$ cat config.mk
export PLATFORM = sky130hd
export DESIGN_NAME = tpu_top
export DESIGN_NICKNAME = d
export VERILOG_FILES = /design/src/hw/tpu_pkg.sv /design/src/hw/tpu_top.sv
export VERILOG_INCLUDE_DIRS = /design/src /design/src/hw
export SDC_FILE = /design/constraint.sdc
export NUM_CORES = 2
export LEC_CHECK = 0
export ABC_AREA = 1
export ABC_CLOCK_PERIOD_IN_PS = 4950
export BUFFER_PORTS_ARGS = -buffer_cell sky130_fd_sc_hd__clkbuf_2
export CORE_MARGIN = 2
export CORE_UTILIZATION = 45
export DETAILED_ROUTE_END_ITERATION = 10
export GPL_TIMING_DRIVEN = 0
export PLACE_DENSITY = 0.64
export SYNTH_ARGS = -nofsm -noshare
export SYNTH_HDL_FRONTEND = slang
export SYNTH_SLANG_ARGS = --single-unit
$ cat constraint.sdc
create_clock -name clk -period 4.95 [get_ports clk]
set_input_delay 0.99 -clock clk [delete_from_list [all_inputs] [get_ports clk]]
set_output_delay 0.99 -clock clk [all_outputs]
set_load 0.005 [all_outputs]
$ cat src/hw/tpu_regs.svh
`ifndef TPU_REGS_SVH
`define TPU_REGS_SVH
// register byte offsets
`define TPU_A_FLAG 8'h00
`define TPU_A_CTRL 8'h04
`define TPU_A_TC   8'h08
`define TPU_A_PR   8'h0c
`define TPU_A_PC   8'h10
`define TPU_A_MCR  8'h14
`define TPU_A_MATCH0 8'h18
`define TPU_A_MATCH6 8'h30
`define TPU_A_CCR  8'h34
`define TPU_A_CR0  8'h38
`define TPU_A_CR3  8'h44
`define TPU_A_EMR  8'h48
`define TPU_A_PCR  8'h4c
`define TPU_A_LER  8'h50
`define TPU_A_CSEL 8'h54
// control bits
`define TPU_CT_EN  0
`define TPU_CT_RST 1
`define TPU_CT_PWM 3
// match control: three bits per match
`define TPU_MC_W    3
`define TPU_MC_INT  0
`define TPU_MC_RST  1
`define TPU_MC_STOP 2
// capture control: three bits per channel
`define TPU_CC_RISE 0
`define TPU_CC_FALL 1
`define TPU_CC_INT  2
`define TPU_CC_W    3
// flag, pwm control, capture select and external match layouts
`define TPU_FL_CAP  8
`define TPU_PC_ENA  8
`define TPU_CS_AND  8
`define TPU_EM_CTL  4
// external match actions
`define TPU_EM_LOW  2'h1
`define TPU_EM_HIGH 2'h2
`define TPU_EM_TGL  2'h3
// reset value and count step
`define TPU_RST_W   32'h0000_0000
`define TPU_ONE     32'h0000_0001
`endif

$ cat src/hw/tpu_pkg.sv
package tpu_pkg;
  // one apb request from the master
  typedef struct packed {
    logic        psel;
    logic        penable;
    logic        pwrite;
    logic [11:0] paddr;
    logic [31:0] pwdata;
  } tpu_apb_s;
  // the whole state of the unit
  typedef struct packed {
    logic [31:0]       tc;
    logic [31:0]       pc;
    logic [31:0]       pr;
    logic [6:0][31:0]  mr;
    logic [6:0][31:0]  sh;
    logic [3:0][31:0]  cap;
    logic [20:0]       mcr;
    logic [11:0]       ccr;
    logic [11:0]       emr;
    logic [14:0]       pcr;
    logic [6:0]        ler;
    logic [11:0]       flags;
    logic [3:0]        ctrl;
    logic [11:0]       csel;
    logic [7:0]        sync1;
    logic [7:0]        sync2;
    logic [3:0]        cprev;
    logic [6:1]        out;
    logic [31:0]       prdata;
    logic              pready;
    logic              pslverr;
  } tpu_state_s;
endpackage

$ cat src/hw/tpu_top.sv
// Added by the designer: the address map and register access over APB.
`timescale 1ns/1ps
`include "tpu_regs.svh"
module tpu_top (
  input  wire logic               clk,
  input  wire logic               rstn,
  input  wire tpu_pkg::tpu_apb_s  apb,
  input  wire logic [7:0]         cap_pin,
  output logic [31:0]             prdata,
  output logic                    pready,
  output logic                    pslverr,
  output logic [6:1]              pwm_out
);

  ////////////////////////////////////////////////////////////////////////////
  // helpers

  // word index of an address inside a register bank
  function automatic logic [2:0] widx(input logic [7:0] a,
                                      input logic [7:0] base);
    logic [7:0] d;
    d = a - base;
    return d[4:2];
  endfunction

  // combine the two pins that feed one capture channel
  function automatic logic pick(input logic [1:0] pins,
                                input logic [1:0] mask,
                                input logic       andm);
    logic r;
    if (andm) begin
      r = (&(pins | ~mask)) & (|mask);
    end else begin
      r = |(pins & mask);
    end
    return r;
  endfunction

  // read decode: bit 32 says the address is mapped
  function automatic logic [32:0] rd(input tpu_pkg::tpu_state_s st,
                                     input logic [11:0] ad);
    logic [32:0] r;
    logic [7:0]  a;
    r = {1'b1, `TPU_RST_W};
    a = ad[7:0];
    case (a)
      `TPU_A_FLAG: r[31:0] = 32'(st.flags);
      `TPU_A_CTRL: r[31:0] = 32'(st.ctrl);
      `TPU_A_TC:   r[31:0] = st.tc;
      `TPU_A_PR:   r[31:0] = st.pr;
      `TPU_A_PC:   r[31:0] = st.pc;
      `TPU_A_MCR:  r[31:0] = 32'(st.mcr);
      `TPU_A_CCR:  r[31:0] = 32'(st.ccr);
      `TPU_A_EMR:  r[31:0] = 32'(st.emr);
      `TPU_A_PCR:  r[31:0] = 32'(st.pcr);
      `TPU_A_LER:  r[31:0] = 32'(st.ler);
      `TPU_A_CSEL: r[31:0] = 32'(st.csel);
      default: begin
        // software sees the value it wrote, not the live one
        if (a >= `TPU_A_MATCH0 && a <= `TPU_A_MATCH6) begin
          r[31:0] = st.sh[widx(a, `TPU_A_MATCH0)];
        end else if (a >= `TPU_A_CR0 && a <= `TPU_A_CR3) begin
          r[31:0] = st.cap[widx(a, `TPU_A_CR0)];
        end else begin
          r[32] = 1'b0;
        end
      end
    endcase
    // unaligned or high addresses are unmapped
    if (ad[11:8] != 4'h0 || ad[1:0] != 2'h0) begin
      r = {1'b0, `TPU_RST_W};
    end
    return r;
  endfunction

  ////////////////////////////////////////////////////////////////////////////
  // state and per-cycle events

  tpu_pkg::tpu_state_s s_reg;    // registered state
  tpu_pkg::tpu_state_s s_next;   // next state
  logic                tick;     // prescaler wrapped this cycle
  logic [6:0]          hit;      // match events on this tick
  logic                rst_any;  // some match resets the counter
  logic                stop_any; // some match stops the counter
  logic [3:0]          cnow;     // combined capture inputs
  logic [3:0]          cev;      // capture events
  logic [11:0]         fset;     // flags set by hardware
  logic                wr;       // apb write in access phase
  logic                pwm;      // pwm mode enabled
  logic [32:0]         rdv;      // read decode result

  assign pwm = s_reg.ctrl[`TPU_CT_PWM];
  assign wr  = apb.psel & apb.penable & s_reg.pready & apb.pwrite;

  ////////////////////////////////////////////////////////////////////////////
  // next state

  // the whole unit in one process so every field sees the same events
  always_comb begin
    s_next   = s_reg;
    tick     = 1'b0;
    hit      = 7'h00;
    rst_any  = 1'b0;
    stop_any = 1'b0;
    cnow     = 4'h0;
    cev      = 4'h0;
    fset     = 12'h000;
    rdv      = rd(s_reg, apb.paddr);

    // apb: answer one cycle after setup, never a wait state
    s_next.pready  = apb.psel & ~apb.penable;
    s_next.pslverr = apb.psel & ~apb.penable & ~rdv[32];
    if (apb.psel & ~apb.penable) begin
      s_next.prdata = rdv[31:0];
    end

    // capture pins: two flops, then the combining logic
    s_next.sync1 = cap_pin;
    s_next.sync2 = s_reg.sync1;
    for (int j = 0; j < 4; j++) begin
      // each channel sees only its own pin pair, pins 2j and 2j+1, so no pin feeds two channels
      cnow[j] = pick(s_reg.sync2[2*j +: 2],
                     s_reg.csel[2*j +: 2],
                     s_reg.csel[`TPU_CS_AND + j]);
    end
    s_next.cprev = cnow;

    // prescaler and counter
    if (s_reg.ctrl[`TPU_CT_RST]) begin
      // held in reset by software
      s_next.tc = `TPU_RST_W;
      s_next.pc = `TPU_RST_W;
    end else if (s_reg.ctrl[`TPU_CT_EN]) begin
      if (s_reg.pc == s_reg.pr) begin
        tick      = 1'b1;
        s_next.pc = `TPU_RST_W;
      end else begin
        s_next.pc = s_reg.pc + `TPU_ONE;
      end
    end

    if (tick) begin
      // compare all seven matches on the prescaled tick
      for (int i = 0; i < 7; i++) begin
        hit[i] = (s_reg.tc == s_reg.mr[i]);
        if (hit[i]) begin
          rst_any  = rst_any | s_reg.mcr[`TPU_MC_W*i + `TPU_MC_RST];
          stop_any = stop_any | s_reg.mcr[`TPU_MC_W*i + `TPU_MC_STOP];
          fset[i]  = s_reg.mcr[`TPU_MC_W*i + `TPU_MC_INT];
        end
      end
      // in pwm mode the period match always restarts the cycle
      rst_any = rst_any | (pwm & hit[0]);
      if (rst_any) begin
        s_next.tc = `TPU_RST_W;
      end else if (stop_any) begin
        // a stop match leaves the counter on the matched value, so software
        // reads back exactly where it halted
        s_next.tc = s_reg.tc;
      end else begin
        s_next.tc = s_reg.tc + `TPU_ONE;
      end
      if (stop_any) begin
        s_next.ctrl[`TPU_CT_EN] = 1'b0;
      end
    end

    // external match outputs stay internal, reached only through the EMR register
    for (int i = 0; i < 4; i++) begin
      if (hit[i]) begin
        case (s_reg.emr[`TPU_EM_CTL + 2*i +: 2])
          `TPU_EM_LOW:  s_next.emr[i] = 1'b0;
          `TPU_EM_HIGH: s_next.emr[i] = 1'b1;
          `TPU_EM_TGL:  s_next.emr[i] = ~s_reg.emr[i];
          default:      s_next.emr[i] = s_reg.emr[i];
        endcase
      end
    end

    // pulse outputs: n sets on period or on match n-1, clears on n
    for (int k = 1; k < 7; k++) begin
      if (pwm & s_reg.pcr[`TPU_PC_ENA + k]) begin
        if (s_reg.pcr[k]) begin
          // double edge: rise at k-1, fall at k; order gives polarity
          if (hit[k-1]) begin
            s_next.out[k] = 1'b1;
          end
        end else if (hit[0]) begin
          s_next.out[k] = 1'b1;
        end
        if (hit[k]) begin
          // fall wins when both edges meet, giving constant low
          s_next.out[k] = 1'b0;
        end
      end else begin
        s_next.out[k] = 1'b0;
      end
    end

    // released shadows go live only at the start of a cycle
    if (pwm & hit[0]) begin
      for (int i = 0; i < 7; i++) begin
        if (s_reg.ler[i]) begin
          s_next.mr[i]  = s_reg.sh[i];
          s_next.ler[i] = 1'b0;
        end
      end
    end

    // captures latch the counter on selected edges
    for (int j = 0; j < 4; j++) begin
      cev[j] = (s_reg.ccr[`TPU_CC_W*j + `TPU_CC_RISE] & cnow[j] & ~s_reg.cprev[j]) |
               (s_reg.ccr[`TPU_CC_W*j + `TPU_CC_FALL] & ~cnow[j] & s_reg.cprev[j]);
      if (cev[j]) begin
        s_next.cap[j] = s_reg.tc;
        fset[`TPU_FL_CAP + j] = s_reg.ccr[`TPU_CC_W*j + `TPU_CC_INT];
      end
    end

    // register writes; applied after hardware so software wins on data
    if (wr & rdv[32]) begin
      case (apb.paddr[7:0])
        `TPU_A_FLAG: s_next.flags = s_reg.flags & ~apb.pwdata[11:0];
        `TPU_A_CTRL: s_next.ctrl  = apb.pwdata[3:0];
        `TPU_A_TC:   s_next.tc    = apb.pwdata;
        `TPU_A_PR:   s_next.pr    = apb.pwdata;
        `TPU_A_PC:   s_next.pc    = apb.pwdata;
        `TPU_A_MCR:  s_next.mcr   = apb.pwdata[20:0];
        `TPU_A_CCR:  s_next.ccr   = apb.pwdata[11:0];
        `TPU_A_EMR:  s_next.emr   = apb.pwdata[11:0];
        `TPU_A_PCR:  s_next.pcr   = apb.pwdata[14:0];
        `TPU_A_LER:  s_next.ler   = apb.pwdata[6:0];
        `TPU_A_CSEL: s_next.csel  = apb.pwdata[11:0];
        default: begin
          if (apb.paddr[7:0] >= `TPU_A_MATCH0 &&
              apb.paddr[7:0] <= `TPU_A_MATCH6) begin
            s_next.sh[widx(apb.paddr[7:0], `TPU_A_MATCH0)] = apb.pwdata;
            // a plain timer has no update hazard, so write through
            if (!pwm) begin
              s_next.mr[widx(apb.paddr[7:0], `TPU_A_MATCH0)] = apb.pwdata;
            end
          end
        end
      endcase
    end

    // an event in the clearing cycle survives the clear
    s_next.flags = s_next.flags | fset;
  end

  ////////////////////////////////////////////////////////////////////////////
  // state register

  // synchronous reset leaves counting stopped
  always_ff @(posedge clk) begin
    if (!rstn) begin
      s_reg <= '0;
    end else begin
      s_reg <= s_next;
    end
  end

  // the pulse outputs and the apb response leave the block; external match bits do not
  assign pwm_out = s_reg.out;
  assign prdata  = s_reg.prdata;
  assign pready  = s_reg.pready;
  assign pslverr = s_reg.pslverr;

  ////////////////////////////////////////////////////////////////////////////
  // checks

  a_period_wrap: assert property (@(posedge clk) disable iff (!rstn)
    (tick & pwm & hit[0] & ~wr) |=> (s_reg.tc == `TPU_RST_W))
    else $error("period match did not restart the counter");

  a_prescale_hold: assert property (@(posedge clk) disable iff (!rstn)
    (s_reg.ctrl[`TPU_CT_EN] & ~s_reg.ctrl[`TPU_CT_RST] &
     (s_reg.pc != s_reg.pr) & ~wr) |=> $stable(s_reg.tc))
    else $error("counter moved before the prescaler wrapped");

  a_tc_advance: assert property (@(posedge clk) disable iff (!rstn)
    (tick & ~rst_any & ~stop_any & ~wr) |=> (s_reg.tc == $past(s_reg.tc) + `TPU_ONE))
    else $error("counter did not advance by one on a tick");

  a_single_rise: assert property (@(posedge clk) disable iff (!rstn)
    (pwm & s_reg.pcr[`TPU_PC_ENA + 1] & ~s_reg.pcr[1] & hit[0] & ~hit[1] & ~wr)
    |=> pwm_out[1])
    else $error("single edge output missed its rise");

  a_single_fall: assert property (@(posedge clk) disable iff (!rstn)
    (pwm & s_reg.pcr[`TPU_PC_ENA + 1] & hit[1] & ~wr) |=> ##[0:1] !pwm_out[1])
    else $error("single edge output missed its fall");

  a_double_rise: assert property (@(posedge clk) disable iff (!rstn)
    (pwm & s_reg.pcr[`TPU_PC_ENA + 3] & s_reg.pcr[3] & hit[2] & ~hit[3] & ~wr)
    |=> pwm_out[3])
    else $error("double edge output missed its rise");

  a_match_hold: assert property (@(posedge clk) disable iff (!rstn)
    (pwm & ~hit[0]) |=> (s_reg.mr == $past(s_reg.mr)))
    else $error("live match changed outside the period match");

  a_stop_match: assert property (@(posedge clk) disable iff (!rstn)
    (stop_any & ~wr) |=> !s_reg.ctrl[`TPU_CT_EN])
    else $error("stop on match did not halt counting");

  a_capture_latch: assert property (@(posedge clk) disable iff (!rstn)
    cev[0] |=> (s_reg.cap[0] == $past(s_reg.tc)))
    else $error("capture did not latch the counter");

  a_stop_hold: assert property (@(posedge clk) disable iff (!rstn)
    (stop_any & ~rst_any & ~wr) |=> $stable(s_reg.tc))
    else $error("stop on match moved the counter");

  a_pins_idle: assert property (@(posedge clk) disable iff (!rstn)
    !pwm |=> (pwm_out == 6'h00))
    else $error("pulse output active outside pwm mode");

  a_release_clear: assert property (@(posedge clk) disable iff (!rstn)
    (pwm & hit[0] & ~wr) |=> (s_reg.ler == 7'h00))
    else $error("released match values stayed pending");

  a_match_flag: assert property (@(posedge clk) disable iff (!rstn)
    (hit[1] & s_reg.mcr[`TPU_MC_W + `TPU_MC_INT]) |=> s_reg.flags[1])
    else $error("match with interrupt enabled left its flag clear");

endmodule

* Word-level counts from Yosys, hierarchy flattened *
Cells that the tools add are included.

storage, ports and cells
  flip-flop bits (word level) = 827
  input port bits = 57
  output and inout bits = 40
  word-level logic and storage cells = 335

operators by class
  add/subtract/negate cells = 4
  magnitude comparators = 7
  equality and inequality tests = 35
  mux-type cells = 114
  bitwise gates (word level) = 88
  reduce and logical (&&, ||, !) cells = 44

operators by type and width
  operator                                             count
  2-to-1 mux 448 bit                                   2
  2-to-1 mux 32 bit                                    22
  2-to-1 mux 544 bit                                   1
  bitwise mux 224 bit                                  2
  2-to-1 mux 224 bit                                   2
  one-hot mux 32 bit (11 select lines)                 1
  equality test 32 bit                                 8
  binary-select mux 32 bit (select 3 bit)              1
  demux 32 bit (select 3 bit)                          1
  2-to-1 mux 1 bit                                     66
  adder 32 x 1 -> 32 bit, second input constant        2
  binary-select mux 32 bit (select 2 bit)              1
  2-to-1 mux 54 bit                                    1
  AND 1 bit                                            34
  2-to-1 mux 33 bit                                    1
  equality test 8 x 7 -> 1 bit, second input constant  4
  AND reduction 2 bit                                  16
  2-to-1 mux 7 bit                                     4
  2-to-1 mux 12 bit                                    2
  inverter 1 bit                                       22
  OR reduction 3 bit                                   6
  bitwise OR 1 bit                                     17
  equality test 2 bit, second input constant           8
  equality test 8 x 4 -> 1 bit, second input constant  2
  30 further kinds                                     66

* Longest topological paths before layout *
  word-level depth = 28
  depth in mapped cells = 17

* Worst setup path after synthesis *
No wires, ideal clock.

  path kind = input to register
  start point = input apb[35] in the netlist's numbering
  end point = register s_reg[63] in the netlist's numbering
  library setup time = 0.119 ns
  data arrival time = 2.944 ns
  required time = 4.831 ns
  path slack = 1.886 ns
  cell stages on the path = 16
  buffers on the path = 3
  cell sequence = buf_4 > inv_1 > ha_1 > nand3_1 > o21ai_0 > nand2_1 > inv_2 > nor2_1 > a21oi_2 > nand2_2 > inv_2 > buf_4 > nand3_1 > buf_2 > o21ai_0 > a21oi_1

on the way
  cells in the longest elaborated chain, start to end = 8
  elaborated cells on any way between the ends = 24
  those cells by class = order compare (4); eq/ne (10); mux (4); bitwise (1); reduce/logical (5)

RTL lines
  what                                                                                           line            RTL
  start: declaration                                                                             tpu_top.sv:7    input wire tpu_pkg::tpu_apb_s apb,
  >= comparator 8 x 6 -> 1 bit (no source line) or <= comparator 8 x 7 -> 1 bit (tied branches)  --
  logical AND 1 bit (no source line)                                                             --
  2-to-1 mux 1 bit                                                                               tpu_top.sv:62   end else if (a >= `TPU_A_CR0 && a <= `TPU_A_CR3) begin
  2-to-1 mux 1 bit                                                                               tpu_top.sv:60   if (a >= `TPU_A_MATCH0 && a <= `TPU_A_MATCH6) begin
  2-to-1 mux 1 bit                                                                               tpu_top.sv:46   case (a)
  2-to-1 mux 33 bit                                                                              tpu_top.sv:70   if (ad[11:8] != 4'h0 || ad[1:0] != 2'h0) begin
  AND 1 bit                                                                                      tpu_top.sv:221  if (wr & rdv[32]) begin
  AND reduction 2 bit (no source line) *                                                         --
  end signal: assignment                                                                         tpu_top.sv:259  s_reg <= s_next;
  end: declaration                                                                               tpu_top.sv:79   tpu_pkg::tpu_state_s s_reg;

Every way passes the cells marked *; elsewhere a longest branch is shown, timed or not.
A chain may end at the register's enable or synchronous reset.

* Worst setup path after layout *
  start point = input apb[35] in the netlist's numbering
  end point = register s_reg (netlist bit prdata[7])

on the way
  cells in the longest elaborated chain, start to end = 7
  elaborated cells on any way between the ends = 27
  those cells by class = add/sub (2); order compare (4); eq/ne (10); mux (8); reduce/logical (3)

RTL lines
  what                                     line           RTL
  subtractor 5 bit                         tpu_top.sv:22  d = a - base;
  binary-select mux 32 bit (select 2 bit)  tpu_top.sv:63  r[31:0] = st.cap[widx(a, `TPU_A_CR0)];
  2-to-1 mux 32 bit                        tpu_top.sv:63
  2-to-1 mux 32 bit                        tpu_top.sv:62
  2-to-1 mux 32 bit                        tpu_top.sv:60
  one-hot mux 32 bit (11 select lines) *   tpu_top.sv:46
  2-to-1 mux 33 bit *                      tpu_top.sv:70

Every way passes the cells marked *; elsewhere a longest branch is shown, timed or not. The select of a mux whose other input is x is not followed.

==> summary.md <==
| Metric | Value |
|---|---|
| Status | finished with violations |
| Failing checks | max-capacitance violations, max-slew violations, negative setup slack |
| Worst-margin pin slew | 1.634 ns |
| Overall routing resource usage | 50.46% |
| DR pass1 iterations | 8 |
| Critical path's largest stage delay | 1.13 ns |
| Max rail drop VDD | 254.0 µV |
| Power share of the combinational group | 7.2% |
| Die height | 315.6 µm |
| Worst-path maximum fanout | 10 |
| Flops & latches, synth | 827 |
| R2R setup slack | -0.22 ns |
| Met1 usage | 61.49% |
| Clk buf depth | 3 |
| Sw power | 4.123 mW |
| WHS | 0.4116 ns |
| First-pass GRT wire length | 350600 µm |
| Initial Util | 45.31% |
| Routed vias | 51104 |
| Net Sw Frac | 27.30% |
| Final Power | 15.10 mW |
| Slowest cell on crit path | clkdlybuf4s15_1 |
| Sequential Power Share | 44.2% |
| Gate Count Post-Synth | 6596 |
| Reg2Reg Depth | 15 |
| Syn avg cell area | 6.623 µm² |
| Synth cell types | 44 |
| WS Path Type | in2reg |
| Setup Skew | 0.03738 ns |
| CP endpoint kind | flop |
| Gr busiest metal | met2 |
| Final Worst Setup Slack | -0.2720 ns |
| Layout area overhead | 12.40% |
| IO Pins | 97 |
| CTS tree | yes |
| CP required | 5.60 ns |
| CTS Hold Bufs | 0 |
| Slew Limit Fails | 33 |
| Dominant synthesized flop cell | dfxtp_1 |
| Root Buffer Master | clkbuf_16 |
| Nets | 6862 |
| Vias in the first global route | 45779 |
| Core area | 96420 µm² |
| Die span in x | 315.6 µm |
| CP Data Arrival Time | 5.87 ns |
| Ys Warns | 0 |
| Sinks on Clock Net | 827 |
| Final ANT Viol Nets | 0 |
| Post-synth EDFFs | 0 |
| Pin count of the biggest net entering global routing | 13 |
| Final Hold Fails | 0 |
| Full die area | 99590 µm² |
| RSZ-0062 raised after global routing | true |
| CP Depth | 12 |
| Fin crit share | 105.5% |
| Number of max-cap violations | 4 |
| Total CTS buffers | 96 |
| Pint | 10.98 mW |
| Cell Rows | 114 |
| Routed WL | 259200 µm |
| Endpoints failing setup | 6 |
| Synth Cell Area | 43690 µm² |
| GR Layer Usage met3 | 19.84% |
| Seq/Total Area, Yosys | 37.90% |
| Layout cells sized above 1 | 8.101% |
| Static Leak | 20.30 nW |
| Via density per instance | 6.256 |
| GP Congestion | 1.124 |
| Grt ovf | 0 |
| First DRT Iteration DRCs | 8421 |
| Rel. slew slack | -8.939% |
| Min cycle time layout | 5.222 ns |
| Max Freq | 191.5 MHz |
| Antenna violations before repair | 36 |
| Met2 usage | 68.48% |
| CP cell instances | clkbuf_2 -> buf_4 -> inv_1 -> nand2_1 -> clkbuf_1 -> clkdlybuf4s15_1 -> o22ai_1 -> o21ai_0 -> nand3_1 -> nand3_1 -> nand3_1 -> a21oi_1 |
| H-tree depth | 3 |
| Worst min-delay path class | reg2reg |
| CP Buf/Inv Count | 5 |
| PwrDens | 307.6 nW/µm² |
| Post-DP HPWL | 191400 µm |
| Hold path cells | 2 |
| Mapped Nets | 6659 |
| Crit path launch type | primary input |
| Clk Latency, worst-skew pair | 0.73 ns |
| Largest delay contributor family on the critical path | buffers and inverters |
| Port Buffers | 95 |
| Clk pwr share | 48.6% |
| Average wire per standard cell | 31.73 µm |
| Clock slew at reported path FFs | 0.06 ns |
| Async set-reset flop share out of synthesis | 0% |
| DRC Markers | 0 |
| CP dominant cell by count | nand3_1 |
[Yosys cell counts, drive strengths merged (64+ instances only)]
cell type / number / area share [%]
clkbuf: 353 / 3.0
nand4: 242 / 3.5
nand3: 467 / 5.4
nand2: 1443 / 12
nor2: 569 / 5.0
o22ai: 162 / 2.3
buf: 207 / 2.7
xnor2: 127 / 2.5
dfxtp: 827 / 38
a21oi: 562 / 6.4
o21ai: 662 / 7.6
nor3: 64 / 0.76
inv: 656 / 5.6
a211oi: 80 / 1.4
[cells in the final DEF (no fill, tap or decap), drive strengths merged, types with 162 or more instances in the layout]
master  count
nand2    1443
nand4     242
nand3     467
inv       658
nor2      569
dfxtp     827
o21ai     662
o22ai     162
clkbuf    580
buf       217
a21oi     562
[what timing repair did]
item,CTS,global route
setup buffers,0,7
endpoints found under the hold margin,0,0
gates resized for setup,2,8
setup endpoints to repair,15,8
[final cells by class]
cell class / instances / area [µm²]
Antenna cell: 17 / 42.54
Buffer: 559 / 2511
Clock buffer: 133 / 2794
Clock inverter: 42 / 352.8
Fill cell: 10168 / 47320
Inverter: 673 / 2544
Multi-Input combinational cell: 4536 / 22130
Sequential cell: 827 / 16560
Tap cell: 1276 / 1597
Timing Repair Buffer: 106 / 576.8
[cell families (layout without fill, tap and decap cells)]
logic type | after synthesis | count (layout) | synth area share [%]
mux | 43 | 43 | 1.108
flops | 827 | 827 | 37.90
compound gates | 1553 | 1553 | 19.35
xor+xnor | 131 | 131 | 2.626
simple gates | 2803 | 2803 | 27.35
buf+inv | 1233 | 1513 | 11.50
fa+ha+maj | 6 | 6 | 0.1718
other cells | 0 | 17 | 0
[final timing paths]
path,from,end
max,apb[35],prdata[7]
max reg2reg,s_reg[799],s_reg[814]
min reg2reg,s_next[47],s_reg[47]
min,s_next[47],s_reg[47]
[per-layer routing]
metal  wire length (µm)  up-vias
li1                   -    22319
met5                121        -
met4              26990       16
met2              99460     3937
met1              94170    23739
met3              38470     1093
[power groups by stage]
stage	Clock, mW	Combinational (mW)	Sequential, mW
floorplan	0	0.428	6.81
global placement	0	0.990	6.82
detailed placement	0	0.993	6.82
CTS	7.29	0.995	6.67
global route	7.56	1.07	6.67
finish	7.34	1.09	6.67
[worst reg2reg max path: stages, from the launching register on]
cell	delay, ns
dfxtp_1	0.76
clkinv_1	1.07
nand2_1	0.27
nand4_1	0.10
nor2_1	0.11
nand2_1	0.10
nor2_1	0.59
nand2_1	0.24
nor2_1	0.17
nor2_1	0.16
clkbuf_1	0.31
nand3_1	0.17
nand2_1	0.06
nand2_1	0.10
nand2_1	0.06
a21oi_1	0.68
[metrics by stage]
step,utilization [%],area (µm²),TNS (ns),cells,setup slack (ns)
5_1_grt,50.89,49070,-0.01266,8155,-0.01266
4_1_cts,50.78,48960,0,8145,0.1381
3_5_place_dp,47.51,45810,-4.937,7970,-0.4067
6_report,50.92,49100,-0.9213,8169,-0.2720
3_3_place_gp,47.46,45760,-4.480,7967,-0.3800
2_1_floorplan,-,43690,0,6596,1.886
No activity file was read; power rests on OpenSTA's default activity.
